**src/include/cpc_defines.svh**
```systemverilog
/*
  Register offsets, field positions, reset values and mode codes of the
  capture/compare unit. Assumes inclusion by bare name from include/.
*/
`ifndef CPC_DEFINES_SVH
`define CPC_DEFINES_SVH

`define CPC_ADDR_CONTROL    4'h0
`define CPC_ADDR_VALUE_LO   4'h1
`define CPC_ADDR_VALUE_HI   4'h2
`define CPC_ADDR_STATUS     4'h3
`define CPC_ADDR_MASK       4'h4
`define CPC_ADDR_TIMER_CFG  4'h5
`define CPC_ADDR_COUNT_LO   4'h6
`define CPC_ADDR_COUNT_HI   4'h7

`define CPC_CONTROL_RST     8'h00
`define CPC_MODE_LSB        0
`define CPC_MODE_MSB        3

`define CPC_MODE_OFF        4'h0
`define CPC_MODE_CAP_FALL   4'h4
`define CPC_MODE_CAP_RISE   4'h5
`define CPC_MODE_CAP_RISE4  4'h6
`define CPC_MODE_CAP_RISE16 4'h7
`define CPC_MODE_CMP_SET    4'h8
`define CPC_MODE_CMP_CLR    4'h9
`define CPC_MODE_CMP_SWI    4'ha
`define CPC_MODE_CMP_SPEC   4'hb
`define CPC_MODE_CMP_TOG    4'h2

`define CPC_ST_EVENT        0
`define CPC_ST_TRIG         1

`define CPC_TCFG_RUN        0
`define CPC_TCFG_EXT        1
`define CPC_TCFG_ADC_EN     2

`endif

```
**src/include/cpc_pkg.sv**
```systemverilog
/*
  Types shared by the capture/compare unit. Assumes cpc_defines.svh.
*/
package cpc_pkg;
  typedef struct packed {
    logic [3:0] addr;
    logic [7:0] wdata;
    logic       wr;
    logic       rd;
  } cpc_bus_req_t;

  typedef enum logic [2:0] {
    CPC_CLS_OFF = 3'b001,
    CPC_CLS_CAP = 3'b010,
    CPC_CLS_CMP = 3'b100
  } cpc_class_t;
endpackage

```
**src/verilog/cpc_timer.sv**
```systemverilog
/*
  Sixteen-bit count with a tick enable, a load port and a deferred reset.
  Assumes ticks and the sleep level come from logic on clk.
*/
module cpc_timer #(
  parameter int WIDTH = 16
) (
  // Clock and reset
  input  wire logic             clk,
  input  wire logic             rst_n,
  // Control
  input  wire logic             tick,
  input  wire logic             run,
  input  wire logic             hold,
  input  wire logic             load_lo,
  input  wire logic             load_hi,
  input  wire logic [7:0]       load_data,
  input  wire logic             reset_arm,
  input  wire logic             reset_keep,
  // Count
  output logic      [WIDTH-1:0] count_q
);
  logic pend_q;

  // Reset waits for the next timer tick and is dropped if the match goes away
  always_ff @(posedge clk) begin
    if (!rst_n || !reset_keep) begin
      pend_q <= 1'b0;
    end else if (reset_arm) begin
      pend_q <= 1'b1;
    end else if (tick) begin
      pend_q <= 1'b0;
    end
  end

  always_ff @(posedge clk) begin
    if (!rst_n) begin
      count_q <= '0;
    end else if (load_lo) begin
      count_q[7:0] <= load_data;
    end else if (load_hi) begin
      count_q[WIDTH-1:8] <= load_data[WIDTH-9:0];
    end else if (tick && run && !hold) begin
      // A tick in the trigger cycle already is the next timer edge
      if ((pend_q || reset_arm) && reset_keep) begin
        count_q <= '0;
      end else begin
        count_q <= count_q + 1'b1;
      end
    end
  end
endmodule // cpc_timer

```
**src/verilog/cpc_unit.sv**
```systemverilog
/*
  Capture/compare unit: edge prescaler, capture into the value pair,
  compare against the timer, special event trigger and interrupt.
  Assumes a one-cycle timer tick enable, an asynchronous pin input
  and a simple strobed register port on clk.
*/
// Summary of operation
// - Prescaler clears when unit is off or not in a capture mode.
// - Every reset zeroes the prescaler counter.
// - Changing prescale directly keeps the count; software clears control first.
// - Instruction-clock timer holds its count in sleep and resumes after.
// - Capture still works in sleep with an external timer clock.
// - Compare mode checks the value pair against the timer continuously.
// - A match sets, clears or toggles the pin, triggers, or interrupts only.
// - Every compare match also sets the interrupt flag.
// - Writing zero to control drives the compare latch low.
// - Mode 1010 only raises the flag and leaves the pin alone.
// - Mode 1011 resets the timer and starts an ADC conversion.
// - Trigger is immediate; timer clear waits for the next timer tick.
// - Removing the match before that tick skips the timer reset.
// - A selected capture edge copies the timer into the value pair.
// - A new capture overwrites an unread value.
`include "cpc_defines.svh"

module cpc_unit #(
  parameter int PRESCALE_W = 4
) (
  // Clock and reset
  input  wire logic               clk,
  input  wire logic               rst_n,
  // Register port
  input  wire cpc_pkg::cpc_bus_req_t bus_req,
  output logic              [7:0] rdata_q,
  // Timer time base and sleep
  input  wire logic               tick_int,
  input  wire logic               tick_ext,
  input  wire logic               sleep,
  // Pin
  input  wire logic               pin_in,
  output logic                    pin_out_q,
  output logic                    pin_oe_q,
  // Events
  output logic                    adc_start_q,
  output logic                    irq_q
);
  import cpc_pkg::*;

  logic [7:0]  control_q;
  logic [15:0] value_q;
  logic [1:0]  status_q;
  logic [1:0]  mask_q;
  logic [2:0]  tcfg_q;
  logic [PRESCALE_W-1:0] pre_q;
  logic        sync1_q;
  logic        sync2_q;
  logic        pin_prev_q;
  logic        match_prev_q;
  logic        latch_q;
  logic [15:0] count;
  logic [3:0]  mode;
  cpc_class_t  cls;
  logic        tick;
  logic        hold;
  logic        rise;
  logic        fall;
  logic        cap_evt;
  logic        match;
  logic        match_evt;
  logic        trig_evt;
  logic        ctl_wr;
  logic        wr_lo;
  logic        wr_hi;

  assign mode   = control_q[`CPC_MODE_MSB:`CPC_MODE_LSB];
  assign ctl_wr = bus_req.wr && bus_req.addr == `CPC_ADDR_CONTROL;
  assign wr_lo  = bus_req.wr && bus_req.addr == `CPC_ADDR_VALUE_LO;
  assign wr_hi  = bus_req.wr && bus_req.addr == `CPC_ADDR_VALUE_HI;

  always_comb begin
    case (mode)
      `CPC_MODE_CAP_FALL, `CPC_MODE_CAP_RISE,
      `CPC_MODE_CAP_RISE4, `CPC_MODE_CAP_RISE16: cls = CPC_CLS_CAP;
      `CPC_MODE_CMP_SET, `CPC_MODE_CMP_CLR, `CPC_MODE_CMP_TOG,
      `CPC_MODE_CMP_SWI, `CPC_MODE_CMP_SPEC:    cls = CPC_CLS_CMP;
      default:                                  cls = CPC_CLS_OFF;
    endcase
  end

  // Only an external clock keeps ticking in sleep; system clock here stays alive
  assign tick = tcfg_q[`CPC_TCFG_EXT] ? tick_ext : tick_int;
  assign hold = sleep && !tcfg_q[`CPC_TCFG_EXT];

  cpc_timer #(
    .WIDTH(16)
  ) u_timer (
    .clk        (clk),
    .rst_n      (rst_n),
    .tick       (tick),
    .run        (tcfg_q[`CPC_TCFG_RUN]),
    .hold       (hold),
    .load_lo    (bus_req.wr && bus_req.addr == `CPC_ADDR_COUNT_LO),
    .load_hi    (bus_req.wr && bus_req.addr == `CPC_ADDR_COUNT_HI),
    .load_data  (bus_req.wdata),
    .reset_arm  (trig_evt),
    .reset_keep (match && cls == CPC_CLS_CMP && mode == `CPC_MODE_CMP_SPEC),
    .count_q    (count)
  );

  // Pin synchroniser; only the second stage feeds edge logic
  always_ff @(posedge clk) begin
    if (!rst_n) begin
      sync1_q    <= 1'b0;
      sync2_q    <= 1'b0;
      pin_prev_q <= 1'b0;
    end else begin
      sync1_q    <= pin_in;
      sync2_q    <= sync1_q;
      pin_prev_q <= sync2_q;
    end
  end

  assign rise = sync2_q && !pin_prev_q;
  assign fall = !sync2_q && pin_prev_q;

  // Prescaler; a direct prescale change keeps the count, so a stray event can follow
  always_ff @(posedge clk) begin
    if (!rst_n) begin
      pre_q <= '0;
    end else if (cls != CPC_CLS_CAP) begin
      pre_q <= '0;
    end else if (rise && mode != `CPC_MODE_CAP_FALL) begin
      pre_q <= pre_q + 1'b1;
    end
  end

  always_comb begin
    cap_evt = 1'b0;
    if (cls == CPC_CLS_CAP) begin
      case (mode)
        `CPC_MODE_CAP_FALL:   cap_evt = fall;
        `CPC_MODE_CAP_RISE:   cap_evt = rise;
        `CPC_MODE_CAP_RISE4:  cap_evt = rise && pre_q[1:0] == 2'h3;
        `CPC_MODE_CAP_RISE16: cap_evt = rise && pre_q[3:0] == 4'hf;
        default:              cap_evt = 1'b0;
      endcase
    end
  end

  assign match     = count == value_q;
  assign match_evt = cls == CPC_CLS_CMP && match && !match_prev_q;
  assign trig_evt  = match_evt && mode == `CPC_MODE_CMP_SPEC;

  always_ff @(posedge clk) begin
    if (!rst_n) begin
      match_prev_q <= 1'b0;
    end else begin
      match_prev_q <= match && cls == CPC_CLS_CMP;
    end
  end

  // Value pair: capture overwrites whatever software has not yet read
  always_ff @(posedge clk) begin
    if (!rst_n) begin
      value_q <= '0;
    end else if (cap_evt) begin
      value_q <= count;
    end else if (wr_lo) begin
      value_q[7:0] <= bus_req.wdata;
    end else if (wr_hi) begin
      value_q[15:8] <= bus_req.wdata;
    end
  end

  always_ff @(posedge clk) begin
    if (!rst_n) begin
      control_q <= `CPC_CONTROL_RST;
      mask_q    <= '0;
      tcfg_q    <= '0;
    end else if (bus_req.wr) begin
      case (bus_req.addr)
        `CPC_ADDR_CONTROL:   control_q <= bus_req.wdata;
        `CPC_ADDR_MASK:      mask_q    <= bus_req.wdata[1:0];
        `CPC_ADDR_TIMER_CFG: tcfg_q    <= bus_req.wdata[2:0];
        default:             control_q <= control_q;
      endcase
    end
  end

  // Compare output latch and pin ownership
  always_ff @(posedge clk) begin
    if (!rst_n) begin
      latch_q <= 1'b0;
    end else if (ctl_wr && bus_req.wdata == 8'h00) begin
      latch_q <= 1'b0;
    end else if (match_evt) begin
      case (mode)
        `CPC_MODE_CMP_SET: latch_q <= 1'b1;
        `CPC_MODE_CMP_CLR: latch_q <= 1'b0;
        `CPC_MODE_CMP_TOG: latch_q <= !latch_q;
        default:           latch_q <= latch_q;
      endcase
    end
  end

  always_ff @(posedge clk) begin
    if (!rst_n) begin
      pin_out_q <= 1'b0;
      pin_oe_q  <= 1'b0;
    end else begin
      pin_out_q <= latch_q;
      pin_oe_q  <= mode == `CPC_MODE_CMP_SET || mode == `CPC_MODE_CMP_CLR ||
                   mode == `CPC_MODE_CMP_TOG;
    end
  end

  // Trigger leaves one cycle after the match is seen
  always_ff @(posedge clk) begin
    if (!rst_n) begin
      adc_start_q <= 1'b0;
    end else begin
      adc_start_q <= trig_evt && tcfg_q[`CPC_TCFG_ADC_EN];
    end
  end

  // Status: set wins over write-one-to-clear
  always_ff @(posedge clk) begin
    if (!rst_n) begin
      status_q <= '0;
    end else begin
      status_q[`CPC_ST_EVENT] <= (status_q[`CPC_ST_EVENT] &&
        !(bus_req.wr && bus_req.addr == `CPC_ADDR_STATUS && bus_req.wdata[0]))
        || cap_evt || match_evt;
      status_q[`CPC_ST_TRIG] <= (status_q[`CPC_ST_TRIG] &&
        !(bus_req.wr && bus_req.addr == `CPC_ADDR_STATUS && bus_req.wdata[1]))
        || trig_evt;
    end
  end

  always_ff @(posedge clk) begin
    if (!rst_n) begin
      irq_q <= 1'b0;
    end else begin
      irq_q <= |(status_q & mask_q);
    end
  end

  always_ff @(posedge clk) begin
    if (!rst_n) begin
      rdata_q <= 8'h00;
    end else if (bus_req.rd) begin
      case (bus_req.addr)
        `CPC_ADDR_CONTROL:   rdata_q <= control_q;
        `CPC_ADDR_VALUE_LO:  rdata_q <= value_q[7:0];
        `CPC_ADDR_VALUE_HI:  rdata_q <= value_q[15:8];
        `CPC_ADDR_STATUS:    rdata_q <= {6'h00, status_q};
        `CPC_ADDR_MASK:      rdata_q <= {6'h00, mask_q};
        `CPC_ADDR_TIMER_CFG: rdata_q <= {5'h00, tcfg_q};
        `CPC_ADDR_COUNT_LO:  rdata_q <= count[7:0];
        `CPC_ADDR_COUNT_HI:  rdata_q <= count[15:8];
        default:             rdata_q <= 8'h00;
      endcase
    end else begin
      rdata_q <= 8'h00;
    end
  end
endmodule // cpc_unit

```
**config.mk**
```make
export PLATFORM = sky130hd
export DESIGN_NAME = cpc_unit
export DESIGN_NICKNAME = d
export VERILOG_FILES = /design/src/include/cpc_pkg.sv /design/src/verilog/cpc_timer.sv /design/src/verilog/cpc_unit.sv
export VERILOG_INCLUDE_DIRS = /design/src /design/src/include
export SDC_FILE = /design/constraint.sdc
export NUM_CORES = 1
export LEC_CHECK = 0
export BUFFER_PORTS_ARGS = -buffer_cell sky130_fd_sc_hd__buf_2
export CORE_MARGIN = 8
export CORE_UTILIZATION = 52
export CTS_BUF_LIST = sky130_fd_sc_hd__clkbuf_16
export CTS_CLUSTER_DIAMETER = 150
export DETAILED_ROUTE_END_ITERATION = 8
export PLACE_DENSITY = 0.77
export SYNTH_ARGS = -nofsm -noshare
export SYNTH_HDL_FRONTEND = slang
export SYNTH_SLANG_ARGS = --single-unit
export TNS_END_PERCENT = 100
```
**constraint.sdc**
```tcl
create_clock -name clk -period 4.5 [get_ports clk]
set_clock_uncertainty 0.1 [all_clocks]
set_input_delay 0.45 -clock clk [delete_from_list [all_inputs] [get_ports clk]]
set_output_delay 0.45 -clock clk [all_outputs]
set_load 0.005 [all_outputs]
```
======== Word level (Yosys, flattened, before mapping) ========
Memories as Yosys holds them, arrays and structs flattened. A register that Yosys moved wholly into a read port is not among the register bits.
Index checks and enable logic that the tools add are counted.
storage, ports and cells
  bits in registers ....................... 69
  memories kept ........................... 1
  bits in read-only memories .............. 48
  word-level logic and storage cells ...... 129
  bits of input ports ..................... 20
operators by class
  bitwise gates (word level) .............. 3
  mux-type cells .......................... 18
  reduce and logical (&&, ||, !) cells .... 61
  equality and inequality tests ........... 24
  add/sub/neg operators ................... 2
memories
  memory            words  bits a word  read ports  clocked after Yosys merged registers in  write ports  line            text
  (name not given)  16     3            1           1                                        0            cpc_unit.sv:80  case (mode)
operator list
  operator                                               number
  case mux 8 bit (8 select lines)                        1
  2-to-1 mux 16 bit                                      3
  2-to-1 mux 8 bit                                       6
  equality test 4 x 3 -> 1 bit, second input constant    8
  logical AND 1 bit                                      25
  adder 16 x 1 -> 16 bit, second input constant          1
  equality test 16 bit                                   1
  equality test 4 bit, second input constant             4
  AND reduction 2 bit                                    8
  equality test 4 x 2 -> 1 bit, second input constant    3
  zero test 1 bit                                        10
  nonzero test 2 bit                                     5
  zero test 8 bit                                        1
  2-to-1 mux 4 bit                                       2
  logical OR 1 bit                                       7
  OR reduction 2 bit                                     3
  adder 4 x 1 -> 4 bit, second input constant            1
  equality test 4 x 1 -> 1 bit, second input constant    1
  zero test 4 bit                                        1
  2-to-1 mux 1 bit                                       4
  inequality test 4 x 3 -> 1 bit, second input constant  1
  case mux 1 bit (4 select lines)                        1
  equality test 3 x 2 -> 1 bit, second input constant    1
  equality test 3 bit, second input constant             1
  other kinds (8)                                        9

======== Logic depth before layout (Yosys ltp) ========
  word-level depth ........................ 10
  mapped depth ............................ 9
  depth with buffers taken out ............ 7

======== Modules after synthesis ========
From an unflattened synthesis, not the netlist that was laid out.
unflattened totals
  cells, all modules ...................... 476
  area, all modules ....................... 3,856.2 um^2
by module, submodules not included
  module     seq. area each (um^2)  area an instance (um^2)  times used  cells an instance
  cpc_unit   1,101.1                2,756.4                  1           335
  cpc_timer  340.3                  1,099.8                  1           141

======== Worst setup path after synthesis ========
OpenSTA, ideal clock, no wires.
  kind .................................... input to register
  start ................................... input bus_req[13] (netlist bit)
  end ..................................... register latch_q
  required time ........................... 4.274 ns
  cell stages on the path ................. 7
  arrival time ............................ 1.724 ns
  library setup time ...................... 0.126 ns
  path slack .............................. 2.551 ns
  buffers on the path ..................... 2
  path through ............................ buf_4 > nor4_4 > and2_1 > buf_2 > nand3_1 > o2111ai_1 > o31ai_1
on the way
  longest elaborated chain between the ends .. 4
ends and longest elaborated chain
  item                          line             text
  from (decl)                   cpc_unit.sv:32   input wire cpc_pkg::cpc_bus_req_t bus_req,
  zero test 4 bit               n/a
  logical AND 1 bit (no line)   n/a
  logical AND 1 bit             cpc_unit.sv:193  end else if (ctl_wr && bus_req.wdata == 8'h00) begin
  OR reduction 2 bit (no line)  n/a
  to (signal assigned)          cpc_unit.sv:199  `CPC_MODE_CMP_TOG: latch_q <= !latch_q;
  to (signal assigned)          cpc_unit.sv:200  default: latch_q <= latch_q;
  to (decl)                     cpc_unit.sv:58   logic latch_q;
No other way between the ends.
A chain may end at the register's enable or synchronous reset.

======== Worst setup path after layout ========
  start ................................... register u_timer.count_q[11]
  end ..................................... register u_timer.count_q[14]
on the way
  longest elaborated chain between the ends .. 9
  elaborated cells on any way between the ends .. 11
ends and longest elaborated chain
  item                                                            line             text
  from (decl)                                                     cpc_timer.sv:21  output logic [WIDTH-1:0] count_q
  from (signal, indexed assignment)                               cpc_timer.sv:42  count_q[WIDTH-1:8] <= load_data[WIDTH-9:0];
  from (signal assigned)                                          cpc_timer.sv:48  count_q <= count_q + 1'b1;
  branches (longest 6 deep; another with adder 16 x 1 -> 16 bit)  n/a
  2-to-1 mux 16 bit *                                             cpc_timer.sv:45  if ((pend_q || reset_arm) && reset_keep) begin
  2-to-1 mux 16 bit *                                             cpc_timer.sv:43  end else if (tick && run && !hold) begin
  2-to-1 mux 8 bit *                                              cpc_timer.sv:41  end else if (load_hi) begin
Mark *: on every way between the ends. The select of a mux whose other input is x is not followed.

==> impl_metrics.env <==
export IMPL_post_cts_buffers=0
export IMPL_ant_nets=0
export IMPL_ys_warn_count=0
export IMPL_gp_congestion=0.8790
export IMPL_portBuffers=31
export IMPL_cp_arrival_ns=2.60
export IMPL_yosysMostFrequentCell="dfxtp_1"
export IMPL_clk_root_buffer_cell="clkbuf_16"
export IMPL_avgSynthCellArea_um2=8.408
export IMPL_post_dp_hpwl_mm=7.754
export IMPL_pin_count=32
export IMPL_syn_instance_count=479
export IMPL_critPathMaxFanout=11
export IMPL_finalCritPeriodShare_pct=54.80
export IMPL_dr_pass1_iters=5
export IMPL_fmax_mhz=405.5
export IMPL_critPathLaunchType="flip-flop"
export IMPL_p_leak_nw=1.522
export IMPL_initial_core_util_pct=52.94
export IMPL_antenna_found_initial=0
export IMPL_power_frac_seq_pct=44.9
export IMPL_syn_cell_area_um2=4028
export IMPL_synth_top_area_share_pct=35.79
export IMPL_slew_viol_final=0
export IMPL_worstSkewPairLatency_ns=0.34
export IMPL_nets=507
export IMPL_async_flop_share_pct=0
export IMPL_grt_overflow_total=0
export IMPL_fin_crit_ns=2.466
export IMPL_postCtsHoldBufs=0
export IMPL_dp_cells=576
export IMPL_vdd_drop_max_mv=0.2521
export IMPL_final_hold_viol_count=0
export IMPL_power_frac_comb_pct=10.5
export IMPL_ys_seq_area_share_pct=35.79
export IMPL_setup_tns_ns=0
export IMPL_pre_cts_ws_ns=1.788
export IMPL_synth_commonest_cells="72 x dfxtp_1, 50 x nand2_1, 47 x nor2_1, 38 x a21oi_1, 22 x nand3_1"
export IMPL_design_core_area_um2=7607
export IMPL_synthTopCellsByArea="dfxtp_1 36%, mux2_2 4.8%, a21oi_1 4.7%"
export IMPL_tightest_slew_ns=1.065
export IMPL_syn_num_nets=501
export IMPL_clk_pin_slew_ns=0.06
export IMPL_num_vias=3745
export IMPL_setup_viol_count_final=0
export IMPL_diodes=0
export IMPL_ctsResizeCount=0
export IMPL_power_mw=1.561
export IMPL_synth_area_leader_cell="dfxtp_1"
export IMPL_p_clk_share_pct=44.6
export IMPL_htreeDepth=3
export IMPL_synth_seq_cells=72
export IMPL_track_usage_pct=20.27
export IMPL_grt_pass1_vias=3601
export IMPL_grt_max_degree=29
export IMPL_finalWorstSetupSlack_ns=2.034
export IMPL_switchingPower_mw=0.4107
export IMPL_critical_path_endpoint_type="flip-flop"
export IMPL_clockBufferDepth=2
export IMPL_drt_initial_drc_count=414
export IMPL_rsz0062_at_grt="false"
export IMPL_cts_made_buffers=9
export IMPL_wl_per_cell_um=18.72
export IMPL_die_area_um2=10820
export IMPL_grt_pass1_wl_mm=18.11
export IMPL_clock_sinks=72
export IMPL_final_fill_count=681
export IMPL_rows=32
export IMPL_cellPowerDensity_nw_per_um2=353.2
export IMPL_max_slew_margin_pct=28.97
export IMPL_die_h_um=104.0
export IMPL_required_ns=4.64
export IMPL_tritoncts="done"
export IMPL_die_w_um=104.0
export IMPL_wl_mm=11.08
export IMPL_fin_cells=592
export IMPL_drive_gt1_share_pct=16.12
export IMPL_status="finished clean"
export IMPL_synth_cell_types=65
export IMPL_sw_frac_of_total_pct=26.31
export IMPL_hold_class="input port to flip-flop"
export IMPL_critical_path_class="flip-flop to flip-flop"
export IMPL_synth_flop_cell="dfxtp_1"
export IMPL_syn2layout_area_growth_pct=9.755
export IMPL_synth_edff_count=0
export IMPL_intPower_mw=1.151
export IMPL_worst_hold_slack_ns=0.2176
export IMPL_via_per_inst=6.326
export IMPL_drv_cap=0
export IMPL_drc=0
[metrics by stage]
step	cell area (µm²)	utilization [%]
after floorplan	4028	-
after global placement	4134	54.34
after detailed placement	4134	54.34
after CTS	4420	58.11
after global routing	4420	58.11
final	4420	58.11
[power groups by stage]
stage | clock network, mW | logic, mW | registers [mW]
finish | 0.697 | 0.163 | 0.701
global route | 0.730 | 0.178 | 0.704
CTS | 0.704 | 0.160 | 0.699
detailed placement | 0 | 0.158 | 0.713
global placement | 0 | 0.154 | 0.711
floorplan | 0 | 0.143 | 0.684
[critical path, stage by stage, from the launching register on]
cell and delay, ns:
dfxtp_1 0.57, xor2_1 0.18, nor3_1 0.11, and3_1 0.20, a21oi_1 0.73, o21ai_0 0.19, a311oi_1 0.28
[layout by cell type, fill, tap and decap left out, types with 2 or more instances in the layout]
| cell type | n |
|---|---|
| inv_1 | 9 |
| and3_1 | 8 |
| nand2_2 | 2 |
| nor4b_1 | 2 |
| nand4_1 | 13 |
| and2_1 | 9 |
| a21oi_1 | 38 |
| nor3_1 | 8 |
| a22oi_1 | 13 |
| clkinv_1 | 2 |
| clkinv_2 | 3 |
| o21ai_0 | 8 |
| xor2_1 | 6 |
| mux2_2 | 17 |
| o22ai_1 | 4 |
| nand3_1 | 22 |
| a31oi_1 | 9 |
| nor4_2 | 2 |
| o21a_1 | 2 |
| nand2b_1 | 2 |
| nor2_1 | 47 |
| nor4_1 | 7 |
| nand2_1 | 50 |
| xnor2_1 | 16 |
| nor3b_1 | 4 |
| ha_1 | 2 |
| clkbuf_16 | 9 |
| o2111ai_1 | 2 |
| mux2i_1 | 18 |
| nor2b_1 | 4 |
| nand4b_1 | 4 |
| a211oi_1 | 6 |
| a222oi_1 | 8 |
| dfxtp_1 | 72 |
| buf_2 | 31 |
[logic make-up (layout without fill, tap and decap cells)]
kind of cell / Yosys count / count (layout) / synth area share [%]
AO/OA/AOI/OAI: 105 / 105 / 17.61
XOR/XNOR: 22 / 22 / 4.784
adder cells (fa/ha/maj): 2 / 2 / 0.6212
buffers and inverters: 46 / 57 / 5.405
flip-flops: 72 / 72 / 35.79
multiplexers: 35 / 35 / 9.226
AND/OR/NAND/NOR: 197 / 197 / 26.56
[registers in the layout, indices dropped and copies added (netlist names), 2 cells and up]
signal,flops
rdata_q,8
pre_q,4
control_q,8
value_q,16
status_q,2
tcfg_q,3
mask_q,2
cls,3
u_timer.count_q,16
[cell type report]
class                           count  area (µm²)  share of cell area [%]
Clock buffer                        9       225.2                   5.095
Clock inverter                      7       61.31                   1.387
Inverter                            9       33.78                  0.7642
Multi-Input combinational cell    361        2369                   53.58
Sequential cell                    72        1441                   32.61
Tap cell                          102       127.6                   2.887
Timing Repair Buffer               32       162.7                   3.680
[per-layer routing]
metal  part of all wire [%]  up-vias  global-route usage [%]
met4                    1.6        0                   6.412
met1                     42     1778                   24.91
met5                      0        -                       0
li1                       -     1752                       -
met2                     49      187                   34.01
met3                    8.0       28                   4.895
[final timing paths]
kind	slack, ns	endpoint	start	cells after the start
max	2.03	u_timer.count_q[14]	u_timer.count_q[11]	6
min	0.22	sync1_q	pin_in	2
max reg2reg	2.03	u_timer.count_q[14]	u_timer.count_q[11]	6
min reg2reg	0.34	sync2_q	sync1_q	1
Note: power is estimated with default switching activity, not from simulation.
